## src/design/acc_params.svh

```systemverilog
// constants for the converter conversion control block
`ifndef ACC_PARAMS_SVH
`define ACC_PARAMS_SVH
// ------------------------------------------------------------
// clock and timing
// ------------------------------------------------------------
`define ACC_CLK_PERIOD_NS 4
`define ACC_ACQ_TIME_NS   100
`define ACC_ACQ_CYCLES    ((`ACC_ACQ_TIME_NS + `ACC_CLK_PERIOD_NS - 1) / `ACC_CLK_PERIOD_NS)
`define ACC_STEP_CYCLES   4
`define ACC_ACQ_W         8
`define ACC_STEP_W        4
// ------------------------------------------------------------
// result layout
// ------------------------------------------------------------
`define ACC_RES_W         16
`define ACC_MSB_IDX       4'hF
`define ACC_MSB_CODE      16'h8000
// ------------------------------------------------------------
// register offsets and fields
// ------------------------------------------------------------
`define ACC_OFS_CTRL      8'h00
`define ACC_OFS_STATUS    8'h04
`define ACC_OFS_RESULT    8'h08
`define ACC_OFS_IRQ_STAT  8'h0C
`define ACC_OFS_IRQ_MASK  8'h10
`define ACC_CTRL_RESET    1'h0
`define ACC_IRQ_W         2
`define ACC_IRQ_DONE      0
`define ACC_IRQ_START     1
`define ACC_IRQ_RESET     2'h0
`endif

```

## src/design/acc_pkg.sv

```systemverilog
// types of the converter conversion control block
package acc_pkg;
  // gray coded along acquire, wait, convert, latch
  typedef enum logic [2:0] {
    ACC_S_ACQ   = 3'h0,
    ACC_S_WAIT  = 3'h1,
    ACC_S_CONV  = 3'h3,
    ACC_S_LATCH = 3'h2,
    ACC_S_SLEEP = 3'h6
  } acc_state_t;
endpackage : acc_pkg

```

## src/design/acc_conversion_control.sv

```systemverilog
// conversion control of a successive approximation converter with ahb-lite registers
//
// Local design decisions: the AHB-Lite register port and the register addresses.
`timescale 1ns/1ns
`include "acc_params.svh"
module acc_conversion_control
  import acc_pkg::*;
(
  input  wire logic                   REF_CLK,
  input  wire logic                   ARST_N,
  input  wire logic                   HSEL,
  input  wire logic [31:0]            HADDR,
  input  wire logic [1:0]             HTRANS,
  input  wire logic                   HWRITE,
  input  wire logic [2:0]             HSIZE,
  input  wire logic [31:0]            HWDATA,
  input  wire logic                   HREADY,
  output logic                        HREADYOUT,
  output logic                        HRESP,
  output logic [31:0]                 HRDATA,
  input  wire logic                   CONVERT_START_N,
  input  wire logic                   CONV_RESET,
  input  wire logic                   SLEEP_REQUEST,
  input  wire logic                   CS_N,
  input  wire logic                   RD_N,
  input  wire logic                   SCLK_IN,
  input  wire logic                   COMP_IN,
  output logic                        BUSY,
  output logic                        SAMPLE_HOLD,
  output logic                        LOW_POWER,
  output logic [`ACC_RES_W-1:0]       DAC_CODE,
  output logic [`ACC_RES_W-1:0]       PAR_DATA,
  output logic                        PAR_OE,
  output logic                        SDOUT,
  output logic                        SDOUT_OE,
  output logic                        IRQ
);

  // ------------------------------------------------------------
  // declarations
  // ------------------------------------------------------------
  acc_state_t                 state;
  acc_state_t                 next_state;
  logic [`ACC_ACQ_W-1:0]      acq_cnt;
  logic [`ACC_STEP_W-1:0]     step_cnt;
  logic [3:0]                 bit_idx;
  logic [`ACC_RES_W-1:0]      code;
  logic [`ACC_RES_W-1:0]      shift_reg;
  logic [`ACC_RES_W-1:0]      result;
  logic                       busy;
  logic                       hold;
  logic                       low_power;
  logic                       start_prev;
  logic                       sclk_prev;
  logic                       serial_mode;
  logic [`ACC_IRQ_W-1:0]      irq_stat;
  logic [`ACC_IRQ_W-1:0]      irq_mask;
  logic [`ACC_IRQ_W-1:0]      irq_event;
  logic                       acq_done;
  logic                       step_done;
  logic                       start_fall;
  logic                       conv_begin;
  logic                       sclk_rise;
  logic                       bus_oe;
  logic                       ap_valid;
  logic                       ap_read;
  logic                       dp_write;
  logic [7:0]                 dp_addr;
  logic [31:0]                rd_value;

  function automatic logic reg_hit(input logic [31:0] addr, input logic [7:0] ofs);
    reg_hit = (addr[31:8] == 24'h000000) && (addr[7:0] == ofs);
  endfunction : reg_hit

  // ------------------------------------------------------------
  // conversion sequencer
  // ------------------------------------------------------------
  assign acq_done   = (acq_cnt == `ACC_ACQ_W'(`ACC_ACQ_CYCLES - 1));
  assign step_done  = (step_cnt == `ACC_STEP_W'(`ACC_STEP_CYCLES - 1));
  assign start_fall = start_prev && !CONVERT_START_N;
  assign conv_begin = (next_state == ACC_S_CONV) && (state != ACC_S_CONV);

  always_comb begin
    next_state = state;
    case (state)
      ACC_S_ACQ: begin
        if (SLEEP_REQUEST) begin
          next_state = ACC_S_SLEEP;
        end else if (acq_done) begin
          if (!CONVERT_START_N) begin
            next_state = ACC_S_CONV;
          end else begin
            next_state = ACC_S_WAIT;
          end
        end
      end
      ACC_S_WAIT: begin
        if (SLEEP_REQUEST) begin
          next_state = ACC_S_SLEEP;
        end else if (start_fall) begin
          next_state = ACC_S_CONV;
        end
      end
      ACC_S_CONV: begin
        if (step_done && (bit_idx == 4'h0)) begin
          next_state = ACC_S_LATCH;
        end
      end
      ACC_S_LATCH: begin
        next_state = SLEEP_REQUEST ? ACC_S_SLEEP : ACC_S_ACQ;
      end
      ACC_S_SLEEP: begin
        if (!SLEEP_REQUEST) begin
          next_state = ACC_S_ACQ;
        end
      end
      default: begin
        next_state = ACC_S_ACQ;
      end
    endcase
    if (CONV_RESET) begin
      next_state = ACC_S_ACQ;
    end
  end

  always_ff @(posedge REF_CLK or negedge ARST_N) begin
    if (!ARST_N) begin
      state <= ACC_S_ACQ;
    end else begin
      state <= next_state;
    end
  end

  always_ff @(posedge REF_CLK or negedge ARST_N) begin
    if (!ARST_N) begin
      acq_cnt    <= '0;
      start_prev <= 1'b1;
    end else begin
      start_prev <= CONVERT_START_N;
      if (CONV_RESET || state != ACC_S_ACQ) begin
        acq_cnt <= '0;
      end else if (next_state == ACC_S_ACQ && !acq_done) begin
        acq_cnt <= acq_cnt + `ACC_ACQ_W'(1);
      end
    end
  end

  // ------------------------------------------------------------
  // successive approximation
  // ------------------------------------------------------------
  always_ff @(posedge REF_CLK or negedge ARST_N) begin
    if (!ARST_N) begin
      code     <= '0;
      bit_idx  <= 4'h0;
      step_cnt <= '0;
    end else if (conv_begin) begin
      code     <= `ACC_MSB_CODE;
      bit_idx  <= `ACC_MSB_IDX;
      step_cnt <= '0;
    end else if (state == ACC_S_CONV && !CONV_RESET) begin
      step_cnt <= step_done ? '0 : step_cnt + `ACC_STEP_W'(1);
      if (step_done) begin
        if (!COMP_IN) begin
          code[bit_idx] <= 1'b0;
        end
        if (bit_idx != 4'h0) begin
          code[bit_idx - 4'h1] <= 1'b1;
          bit_idx              <= bit_idx - 4'h1;
        end
      end
    end
  end

  always_ff @(posedge REF_CLK or negedge ARST_N) begin
    if (!ARST_N) begin
      busy      <= 1'b0;
      hold      <= 1'b0;
      low_power <= 1'b0;
    end else begin
      hold      <= (next_state == ACC_S_CONV);
      low_power <= (next_state == ACC_S_SLEEP);
      if (CONV_RESET) begin
        busy <= 1'b0;
      end else if (conv_begin) begin
        busy <= 1'b1;
      end else if (state == ACC_S_LATCH) begin
        busy <= 1'b0;
      end
    end
  end

  // ------------------------------------------------------------
  // output shift register and bus enables
  // ------------------------------------------------------------
  assign sclk_rise = SCLK_IN && !sclk_prev && !CS_N;

  always_ff @(posedge REF_CLK or negedge ARST_N) begin
    if (!ARST_N) begin
      shift_reg <= '0;
      result    <= '0;
      sclk_prev <= 1'b0;
    end else begin
      sclk_prev <= SCLK_IN;
      if (state == ACC_S_LATCH && !CONV_RESET) begin
        shift_reg <= code;
        result    <= code;
      end else if (serial_mode && sclk_rise) begin
        shift_reg <= {shift_reg[`ACC_RES_W-2:0], 1'b0};
      end
    end
  end

  assign bus_oe      = !CS_N && !RD_N;
  assign PAR_OE      = bus_oe && !serial_mode;
  assign SDOUT_OE    = bus_oe && serial_mode;
  assign PAR_DATA    = shift_reg;
  assign SDOUT       = shift_reg[`ACC_RES_W-1];
  assign BUSY        = busy;
  assign SAMPLE_HOLD = hold;
  assign LOW_POWER   = low_power;
  assign DAC_CODE    = code;

  // ------------------------------------------------------------
  // ahb-lite register slave
  // ------------------------------------------------------------
  assign ap_valid  = HSEL && HTRANS[1] && HREADY;
  assign ap_read   = ap_valid && !HWRITE;
  assign HREADYOUT = 1'b1;
  assign HRESP     = 1'b0;

  always_comb begin
    rd_value = 32'h00000000;
    if (reg_hit(HADDR, `ACC_OFS_CTRL)) begin
      rd_value = {31'h00000000, serial_mode};
    end else if (reg_hit(HADDR, `ACC_OFS_STATUS)) begin
      rd_value = {27'h0000000, state, low_power, busy};
    end else if (reg_hit(HADDR, `ACC_OFS_RESULT)) begin
      rd_value = {16'h0000, result};
    end else if (reg_hit(HADDR, `ACC_OFS_IRQ_STAT)) begin
      rd_value = {30'h00000000, irq_stat};
    end else if (reg_hit(HADDR, `ACC_OFS_IRQ_MASK)) begin
      rd_value = {30'h00000000, irq_mask};
    end
  end

  always_ff @(posedge REF_CLK or negedge ARST_N) begin
    if (!ARST_N) begin
      dp_write <= 1'b0;
      dp_addr  <= 8'h00;
      HRDATA   <= 32'h00000000;
    end else begin
      dp_write <= ap_valid && HWRITE && (HADDR[31:8] == 24'h000000);
      dp_addr  <= HADDR[7:0];
      if (ap_read) begin
        HRDATA <= rd_value;
      end
    end
  end

  always_ff @(posedge REF_CLK or negedge ARST_N) begin
    if (!ARST_N) begin
      serial_mode <= `ACC_CTRL_RESET;
      irq_mask    <= `ACC_IRQ_RESET;
    end else if (dp_write) begin
      if (dp_addr == `ACC_OFS_CTRL) begin
        serial_mode <= HWDATA[0];
      end
      if (dp_addr == `ACC_OFS_IRQ_MASK) begin
        irq_mask <= HWDATA[`ACC_IRQ_W-1:0];
      end
    end
  end

  // ------------------------------------------------------------
  // interrupts
  // ------------------------------------------------------------
  assign irq_event[`ACC_IRQ_DONE]  = (state == ACC_S_LATCH) && !CONV_RESET;
  assign irq_event[`ACC_IRQ_START] = conv_begin;

  always_ff @(posedge REF_CLK or negedge ARST_N) begin
    if (!ARST_N) begin
      irq_stat <= `ACC_IRQ_RESET;
    end else if (ap_read && reg_hit(HADDR, `ACC_OFS_IRQ_STAT)) begin
      irq_stat <= irq_event;
    end else begin
      irq_stat <= irq_stat | irq_event;
    end
  end

  assign IRQ = |(irq_stat & irq_mask);
endmodule : acc_conversion_control

```

## config.mk

```make
export PLATFORM = sky130hd
export DESIGN_NAME = acc_conversion_control
export DESIGN_NICKNAME = d
export VERILOG_FILES = /design/src/design/acc_pkg.sv /design/src/design/acc_conversion_control.sv
export VERILOG_INCLUDE_DIRS = /design/src /design/src/design
export SDC_FILE = /design/constraint.sdc
export NUM_CORES = 1
export LEC_CHECK = 0
export BUFFER_PORTS_ARGS = -buffer_cell sky130_fd_sc_hd__buf_2
export CAP_MARGIN = 20
export CORE_AREA = 3 3 98 100
export DETAILED_ROUTE_END_ITERATION = 16
export DIE_AREA = 0 0 101 103
export MAX_ROUTING_LAYER = met4
export PLACE_DENSITY_LB_ADDON = 0.1
export SLEW_MARGIN = 0
export SYNTH_ARGS = -nofsm -noshare
export SYNTH_HDL_FRONTEND = slang
export SYNTH_SLANG_ARGS = --single-unit
```

## constraint.sdc

```tcl
create_clock -name REF_CLK -period 5.1 [get_ports REF_CLK]
set_input_delay 1.02 -clock REF_CLK [delete_from_list [all_inputs] [get_ports REF_CLK]]
set_output_delay 1.02 -clock REF_CLK [all_outputs]
set_load 0.01 [all_outputs]
```

* Word level (Yosys, flattened, before mapping)
Cells that the tools add are included.
** Cells by class
- Mux-type cells :: 42
- Reduce and logical (&&, ||, !) cells :: 53
- Bitwise gates (word level) :: 5
- $add $sub $neg :: 3
- Equal/unequal tests :: 14
- $lt $le $gt $ge :: 4
** Operators by type and width (number)
- $mux W16 :: 13
- $mux W4 :: 7
- $logic_and A1 B1 Y1 :: 25
- $eq A8 B5 Y1 const B :: 3
- $logic_not A24 Y1 :: 1
- $mux W3 :: 8
- $and A16 B16 Y16 :: 1
- $eq A8 B4 Y1 const B :: 2
- $logic_not A8 Y1 :: 2
- $mux W8 :: 2
- $not A16 Y16 :: 1
- $or A16 B16 Y16 :: 1
- $pmux W3 S5 :: 1
- $lt A4 B5 Y1 const B :: 2
- $reduce_bool A2 Y1 :: 5
- $eq A3 B2 Y1 const B :: 3
- $add A8 B1 Y8 const B :: 1
- $demux W1 S4 :: 2
- $eq A8 B3 Y1 const B :: 1
- $ge A4 B1 Y1 const B :: 2
- $logic_not A1 Y1 :: 8
- $mux W2 :: 4
- $eq A3 B3 Y1 const B :: 2
- $logic_not A3 Y1 :: 2
- other kinds (15) :: 22
** Word-level totals
- Output and inout port bits :: 73
- Word-level logic and storage cells :: 139
- Register bits after elaboration :: 118
- Input port bits :: 81

* Depth between registers and ports, before layout
Gate-level depths: netlist of the first run.
- Depth after elaboration :: 15
- Depth in mapped cells :: 8
- Mapped depth without buffers :: 7

* Worst setup path before layout of the first run
No wires, ideal clock.
- Path type :: input to register
- From :: input CONV_RESET
- To :: register acq_cnt[0]
- Path buffers :: 2
- Data required time :: 5.021 ns
- Arrival time :: 2.400 ns
- Library setup time :: 0.079 ns
- Setup slack :: 2.621 ns
- Stages :: 6
- Cells stage by stage :: clkbuf_1 -> nor4bb_1 -> a2bb2oi_1 -> buf_2 -> nand2_1 -> mux2i_1
** Between the ends
- Cells in the longest elaborated chain, start to end :: 4
- Elaborated cells on any way between the ends :: 6
- Those cells by class :: 2 x mux; 4 x reduce/logical
** RTL lines
- from (decl) :: line acc_conversion_control.sv:22 : input wire logic CONV_RESET,
- $mux W3 :: line acc_conversion_control.sv:121 : if (CONV_RESET) begin
- $logic_not A3 Y1 :: line acc_conversion_control.sv:142 : end else if (next_state == ACC_S_ACQ && !acq_done) begin
- $logic_and A1 B1 Y1 :: line acc_conversion_control.sv:142
- $reduce_bool A2 Y1 (no source line)
- to (signal assigned) :: line acc_conversion_control.sv:143 : acq_cnt <= acq_cnt + `ACC_ACQ_W'(1);
- to (decl) :: line acc_conversion_control.sv:44 : logic [`ACC_ACQ_W-1:0] acq_cnt;
Several ways; a longest one is shown, not always the timed one.
A chain may end at the register's enable or synchronous reset.

* Final worst setup path of the first run
- From :: input HWRITE
- To :: register HRDATA[13]
** Between the ends
- Cells in the longest elaborated chain, start to end :: 2
** RTL lines
- from (decl) :: line acc_conversion_control.sv:14 : input wire logic HWRITE,
- $logic_not A1 Y1 :: line acc_conversion_control.sv:227 : assign ap_read = ap_valid && !HWRITE;
- $logic_and A1 B1 Y1 :: line acc_conversion_control.sv:227
- to (signal assigned) :: line acc_conversion_control.sv:255 : HRDATA <= rd_value;
- to (decl) :: line acc_conversion_control.sv:20 : output logic [31:0] HRDATA,
No other way between the ends.

==> results of run 1 <==
[state kept, by name, indices dropped and copies added (netlist names)]
signal	cells
serial_mode	1
dp_addr	8
HRDATA	16
DAC_CODE	16
BUSY	1
result	16
acq_cnt	8
bit_idx	4
LOW_POWER	1
step_cnt	4
sclk_prev	1
dp_write	1
state	3
PAR_DATA	16
SAMPLE_HOLD	1
start_prev	1
irq_stat	2
irq_mask	2
[where the power goes]
group / total, uW / switching, uW / internal, uW
clock network: 494 / 304 / 190
registers: 834 / 12.9 / 821
logic: 114 / 72.4 / 42.1
total: 1440 / 389 / 1050
[kinds of logic (layout without fill, tap and decap cells)]
| logic type | count (synthesis) | count (layout) | share of synthesized area, % |
|---|---|---|---|
| AOI/OAI and AO/OA | 106 | 106 | 13.94 |
| xor gates and xnor gates | 3 | 3 | 0.5422 |
| adders and majority gates | 8 | 8 | 2.065 |
| buffers and inverters | 51 | 133 | 5.860 |
| DFF | 102 | 102 | 52.68 |
| muxes | 27 | 27 | 5.705 |
| other | 2 | 18 | 0.1549 |
| and+or+nand+nor | 187 | 187 | 19.05 |
[layout make-up]
cell class	instances	area (um^2)	area share (%)
clock buffers	9	123.9	2.225
clock inverters	7	62.56	1.124
inverters	10	37.54	0.6743
multi-input cells	349	2087	37.49
flip-flops and latches	102	2554	45.88
well taps	108	135.1	2.428
repair buffers	107	566.8	10.18
[worst register-to-register path, cell delays in order (launching register included)]
cell       delay (ns)
dfrtp_1          0.40
ha_1             0.21
nor3b_1          0.40
nand3_1          0.16
a2bb2oi_1        0.72
a31oi_1          0.18
a41o_1           0.24
[per-layer routing]
| layer | global-route usage [%] | routed length, um |
|---|---|---|
| met2 | 35.04 | 5033 |
| met4 | 4.601 | 78 |
| met3 | 4.060 | 717 |
| met1 | 29.61 | 5014 |
| met5 | - | 0 |
[layout by cell type, fill, tap and decap left out, types with 2 or more instances in the layout]
master,Yosys,final
or2_2,2,2
nor2_1,16,15
nand3b_1,7,7
nor2b_1,4,4
o211ai_1,2,2
inv_8,0,2
inv_1,10,10
a21o_1,2,2
conb_1,2,18
nor4_1,11,11
buf_2,5,100
dfrtp_1,101,101
mux2_2,5,5
xnor2_1,2,2
nand3_1,16,16
nor3_1,11,11
inv_6,0,3
nand2b_1,12,12
ha_1,8,8
o21ai_0,44,44
a31oi_1,2,2
a21oi_1,25,25
a22oi_1,6,6
mux2i_1,22,22
nand4b_1,2,2
nand4_1,6,6
clkbuf_8,0,10
nand2_1,86,86
buf_4,21,5
a32o_1,2,2
and3_1,2,2
nor3b_1,5,5
a22o_1,13,13
[metrics by stage]
stage	hold WS (ns)	setup slack [ns]	cells	instance area [um^2]	utilization, %
final	0.4847	2.483	692	5567	63.52
after CTS	0.4895	2.417	690	5538	63.19
after detailed placement	0.4659	2.048	674	5351	61.07
after global routing	0.5042	2.317	692	5567	63.52
after global placement	0.4602	2.074	674	5351	61.07
after floorplan	0.4465	2.621	502	4907	-
[final timing paths]
path | from | endpoint | slack, ns | cells past startpoint
worst max-delay path | HWRITE | HRDATA[13] | 2.48 | 5
worst min-delay path | HRDATA[4] | HRDATA[4] | 0.48 | 2
worst max register to register | step_cnt[0] | acq_cnt[2] | 2.69 | 6
worst min register to register | HRDATA[4] | HRDATA[4] | 0.48 | 2
max in group asynchronous | ARST_N | start_prev | 3.37 | 2
min in group asynchronous | ARST_N | HRDATA[7] | 0.69 | 1
==> impl_metrics.json, run 1 <==
{
  "status": "finished clean",
  "postSynthCellCount": 486,
  "ant_nets": 0,
  "synth_top_area_share_pct": 52.14,
  "die_area_um2": 10400,
  "p_leak_uw": 0.002771,
  "hold_buffers": 0,
  "period_share_pct": 51.32,
  "route.vias.total": 3828,
  "finalSetupViolations": 0,
  "synth.most_common_cell": "dfrtp_1",
  "cts_resized": 0,
  "crit_type": "input pin to flip-flop",
  "cp_data_arrival_time_ns": 2.91,
  "cts_buffers": 9,
  "avgSynthCellArea_um2": 9.974,
  "rsz0062_at_grt": "false",
  "power_density_nw_per_um2": 259.1,
  "hold_viol_final": 0,
  "synth-seq-area-share_pct": 52.68,
  "hold_path_class": "flip-flop to flip-flop",
  "dp_hpwl_um": 7856,
  "antenna_found_initial": 0,
  "end_kind": "flip-flop",
  "worst_pin_slew_ns": 0.8995,
  "slowest_stage": "nand4b_1",
  "drc": 0,
  "cts_sinks": 102,
  "synth_area_leaders": "dfrtp_1 (52%), nand2_1 (6.7%), mux2i_1 (4.5%)",
  "cts.path.max_buffers": 2,
  "max_cap_violations": 0,
  "drtIter0Drc": 135,
  "synth_edf_count": 0,
  "viasPerCell": 5.532,
  "num_rows": 34,
  "die_height_um": 103,
  "synth_async_sr_flop_share_pct": 100.0,
  "totalPowerFinal_uw": 1442,
  "dr.pass1.iters": 4,
  "min_period_ns": 2.617,
  "grtUsageTotal_pct": 21.92,
  "synth_common_cells": "dfrtp_1 (101), nand2_1 (86), o21ai_0 (44)",
  "crit_fanout": 19,
  "gp_congestion": 0.8758,
  "nFillCells": 783,
  "finalSetupTns_ns": 0,
  "ys_types": 50,
  "cp_cell_sequence": "buf_2 -> nand4b_1 -> nor2_1 -> and3_1 -> a22o_1",
  "clk_latency_ns": 0.36,
  "drive_gt1_share_pct": 23.46,
  "synth_flop_cell": "dfrtp_1",
  "yosysWarnings": 0,
  "ys_ff_latch": 102,
  "core_area_um2": 8763,
  "slew_headroom_pct": 39.22,
  "clkTransAtPathRegs_ns": 0.09,
  "crit_required_ns": 5.40,
  "syn-cell-area_um2": 4847,
  "cts_setup_buffers": 0,
  "cpLargestDelayFamily": "simple AND/OR/NAND/NOR gates",
  "start_util_pct": 55.31,
  "nNetsFinal": 668,
  "grt_pass1_wl_um": 17440,
  "cp_num_buf_inv": 1,
  "overflow": 0,
  "maxSlewViolCount": 0,
  "fmax_mhz": 382.1,
  "pin_count": 154,
  "yosys.area.top_type": "dfrtp_1",
  "cpPeakStageDelay_ns": 0.68,
  "routed_wl_um": 10840,
  "cts_root_buf": "clkbuf_8",
  "wl_per_cell_um": 15.67,
  "io_buffers": 101,
  "syn2layout_area_growth_pct": 14.84,
  "grt_pass1_vias": 3566,
  "cts_tree": "done",
  "htree_levels": 3,
  "n_antenna_cell": 0,
  "skew_ns": 0.01068,
  "grt_max_degree": 61,
  "worstSetupStartpointType": "input pin",
  "die_w_um": 101,
  "ir_drop_mv": 0.1428
}
(Power assumes the default switching activity.)
==> run 2: changes to the inputs <==
- ABC_AREA: not set -> 1
- CORE_AREA: 3 3 98 100 -> 3 3 105 107
- DIE_AREA: 0 0 101 103 -> 0 0 108 110
- clock period: 5.1 -> 2.5 ns (I/O delays scaled with it)
==> impl_metrics.json, run 2 <==
{
  "synth.most_common_cell": "nand2_1",
  "ys_types": 38,
  "drtIter0Drc": 225,
  "finalSetupTns_ns": 0,
  "cp_data_arrival_time_ns": 2.42,
  "die_height_um": 110,
  "crit_required_ns": 2.75,
  "cts_buffers": 9,
  "hold_path_class": "input pin to asynchronous set/reset pin",
  "yosysWarnings": 0,
  "worstSetupStartpointType": "flip-flop",
  "start_util_pct": 50.90,
  "synth_common_cells": "nand2_1 (125), dfrtp_1 (101), inv_1 (86)",
  "r2r_slack_ns": 0.32,
  "hold_buffers": 0,
  "synth-seq-area-share_pct": 49.04,
  "crit_type": "flip-flop to flip-flop",
  "yosys.area.top_type": "dfrtp_1",
  "max_cap_violations": 0,
  "clkPwrFrac_pct": 28.6,
  "ir_drop_mv": 0.2701,
  "p_comb_share_pct": 19.4,
  "finalSetupViolations": 0,
  "crit_fanout": 16,
  "die_area_um2": 11880,
  "route.vias.total": 4428,
  "p_leak_uw": 0.003058,
  "clkTransAtPathRegs_ns": 0.11,
  "synth_flop_cell": "dfrtp_1",
  "place_ws_ns": 0.3134,
  "hold_viol_final": 0,
  "pin_count": 154,
  "slew_headroom_pct": 60.22,
  "clk_latency_ns": 0.38,
  "io_buffers": 101,
  "wl_per_cell_um": 14.02,
  "overflow": 0,
  "nNetsFinal": 811,
  "post-route-util_pct": 58.49,
  "grt_pass1_vias": 4109,
  "drc": 0,
  "fin_area_um2": 5984,
  "htree_levels": 3,
  "rsz0062_at_grt": "false",
  "power_density_nw_per_um2": 654.4,
  "status": "finished clean",
  "switching_share_pct": 32.14,
  "core_area_um2": 10230,
  "cts_setup_buffers": 0,
  "seqPwrFrac_pct": 52.1,
  "min_period_ns": 2.176,
  "worst_pin_slew_ns": 0.5960,
  "grt_pass1_wl_um": 19750,
  "totalPowerFinal_uw": 3916,
  "maxSlewViolCount": 0,
  "switchingPower_uw": 1259,
  "drive_gt1_share_pct": 20.50,
  "synth_async_sr_flop_share_pct": 100.0,
  "antenna_found_initial": 0,
  "grt_max_degree": 70,
  "fmax_mhz": 459.5,
  "grtUsageTotal_pct": 21.45,
  "syn2layout_area_growth_pct": 14.92,
  "mostFrequentLayoutCells": "nand2_1 (125), dfrtp_1 (101), buf_2 (100)",
  "cts_sinks": 102,
  "synth_area_leaders": "dfrtp_1 (49%), nand2_1 (9.0%), o21ai_0 (7.5%)",
  "cts_resized": 0,
  "synth_top_area_share_pct": 48.53,
  "cts.path.max_buffers": 2,
  "num_rows": 37,
  "dp_hpwl_um": 8986,
  "dpl_cell_area_um2": 5772,
  "gp_congestion": 0.9208,
  "skew_ns": 0.009748,
  "end_kind": "flip-flop",
  "ys_ff_latch": 102,
  "cts_root_buf": "clkbuf_8",
  "avgSynthCellArea_um2": 8.345,
  "die_w_um": 108,
  "viasPerCell": 5.131,
  "ant_nets": 0,
  "routed_wl_um": 12100,
  "cell_internal_pwr_uw": 2658,
  "setup_slack_ns": 0.3239,
  "final_common_cell": "nand2_1",
  "n_antenna_cell": 0,
  "synth_edf_count": 0,
  "syn-cell-area_um2": 5207,
  "period_share_pct": 87.04,
  "dr.pass1.iters": 4,
  "postSynthCellCount": 624,
  "cts_tree": "done"
}
-- run 2: cell count changes in the layout (fill, tap and decap cells not counted), sizes merged, moves of 12 or more --
cell / delta
inv: +76
o21ai: +46
nand2: +42
nor2: +34
nand3: +30
mux2i: -22
a21oi: -19
nand4: +17
a22o: -13
nand2b: -12
-- run 2: power groups by stage --
| stage | sequential (uW) | clock, uW | combinational (uW) |
|---|---|---|---|
| 5_1_grt | 2070 | 1220 | 873 |
| 3_3_place_gp | 2070 | 0 | 740 |
| 2_1_floorplan | 2090 | 0 | 425 |
| 3_5_place_dp | 2070 | 0 | 762 |
| 6_report | 2040 | 1120 | 758 |
| 4_1_cts | 2040 | 1150 | 766 |
-- run 2: layout make-up --
| cell class | instances | area [um^2] |
|---|---|---|
| Inverter | 88 | 330.3 |
| Multi-Input combinational cell | 414 | 2152 |
| Clock inverter | 7 | 88.84 |
| Timing Repair Buffer | 107 | 565.5 |
| Clock buffer | 9 | 123.9 |
| Tap cell | 136 | 170.2 |
| Fill cell | 957 | 4247 |
| Sequential cell | 102 | 2554 |
-- run 2: logic make-up after synthesis --
group | synth area share, %
compound gates | 13.82
xor+xnor | 1.682
fa+ha+maj | 1.922
buf+inv | 10.84
flops | 49.04
mux | 0.2162
other cells | 0.1442
simple gates | 22.35
-- run 2: path summary, 6_finish.rpt --
kind / from / to / cells after the start
max: acq_cnt[0] / DAC_CODE[1] / 12
min: ARST_N / state[1] / 1
max reg2reg: acq_cnt[0] / DAC_CODE[1] / 12
min reg2reg: result[1] / result[1] / 2
max in group asynchronous: ARST_N / result[8] / 2
min in group REF_CLK: CONVERT_START_N / start_prev / 1
-- run 2: critical path, cell delays in order, from the launching register on --
cell and delay (ns):
dfrtp_1 0.42, inv_1 0.10, ha_1 0.14, nand2_1 0.06, nor2_1 0.16, nand2_1 0.12
nand2_1 0.07, nand2_1 0.08, a21oi_4 0.19, nand3_4 0.24, buf_4 0.28, nand4_1 0.08
o21ai_0 0.10
-- run 2: per-stage QoR --
step,cells,hold WS [ns]
after detailed placement,847,0.4641
after floorplan,640,0.2044
after global routing,863,0.08609
after global placement,847,0.4597
after CTS,863,0.07274
final,863,0.06563
-- run 2: layer usage --
layer | up-vias | track usage (%) | share of wire, %
met5 | - | - | 0
met4 | 0 | 8.025 | 2.0
met3 | 18 | 2.796 | 4.4
met2 | 117 | 33.79 | 48
met1 | 2092 | 28.71 | 46
li1 | 2201 | - | -
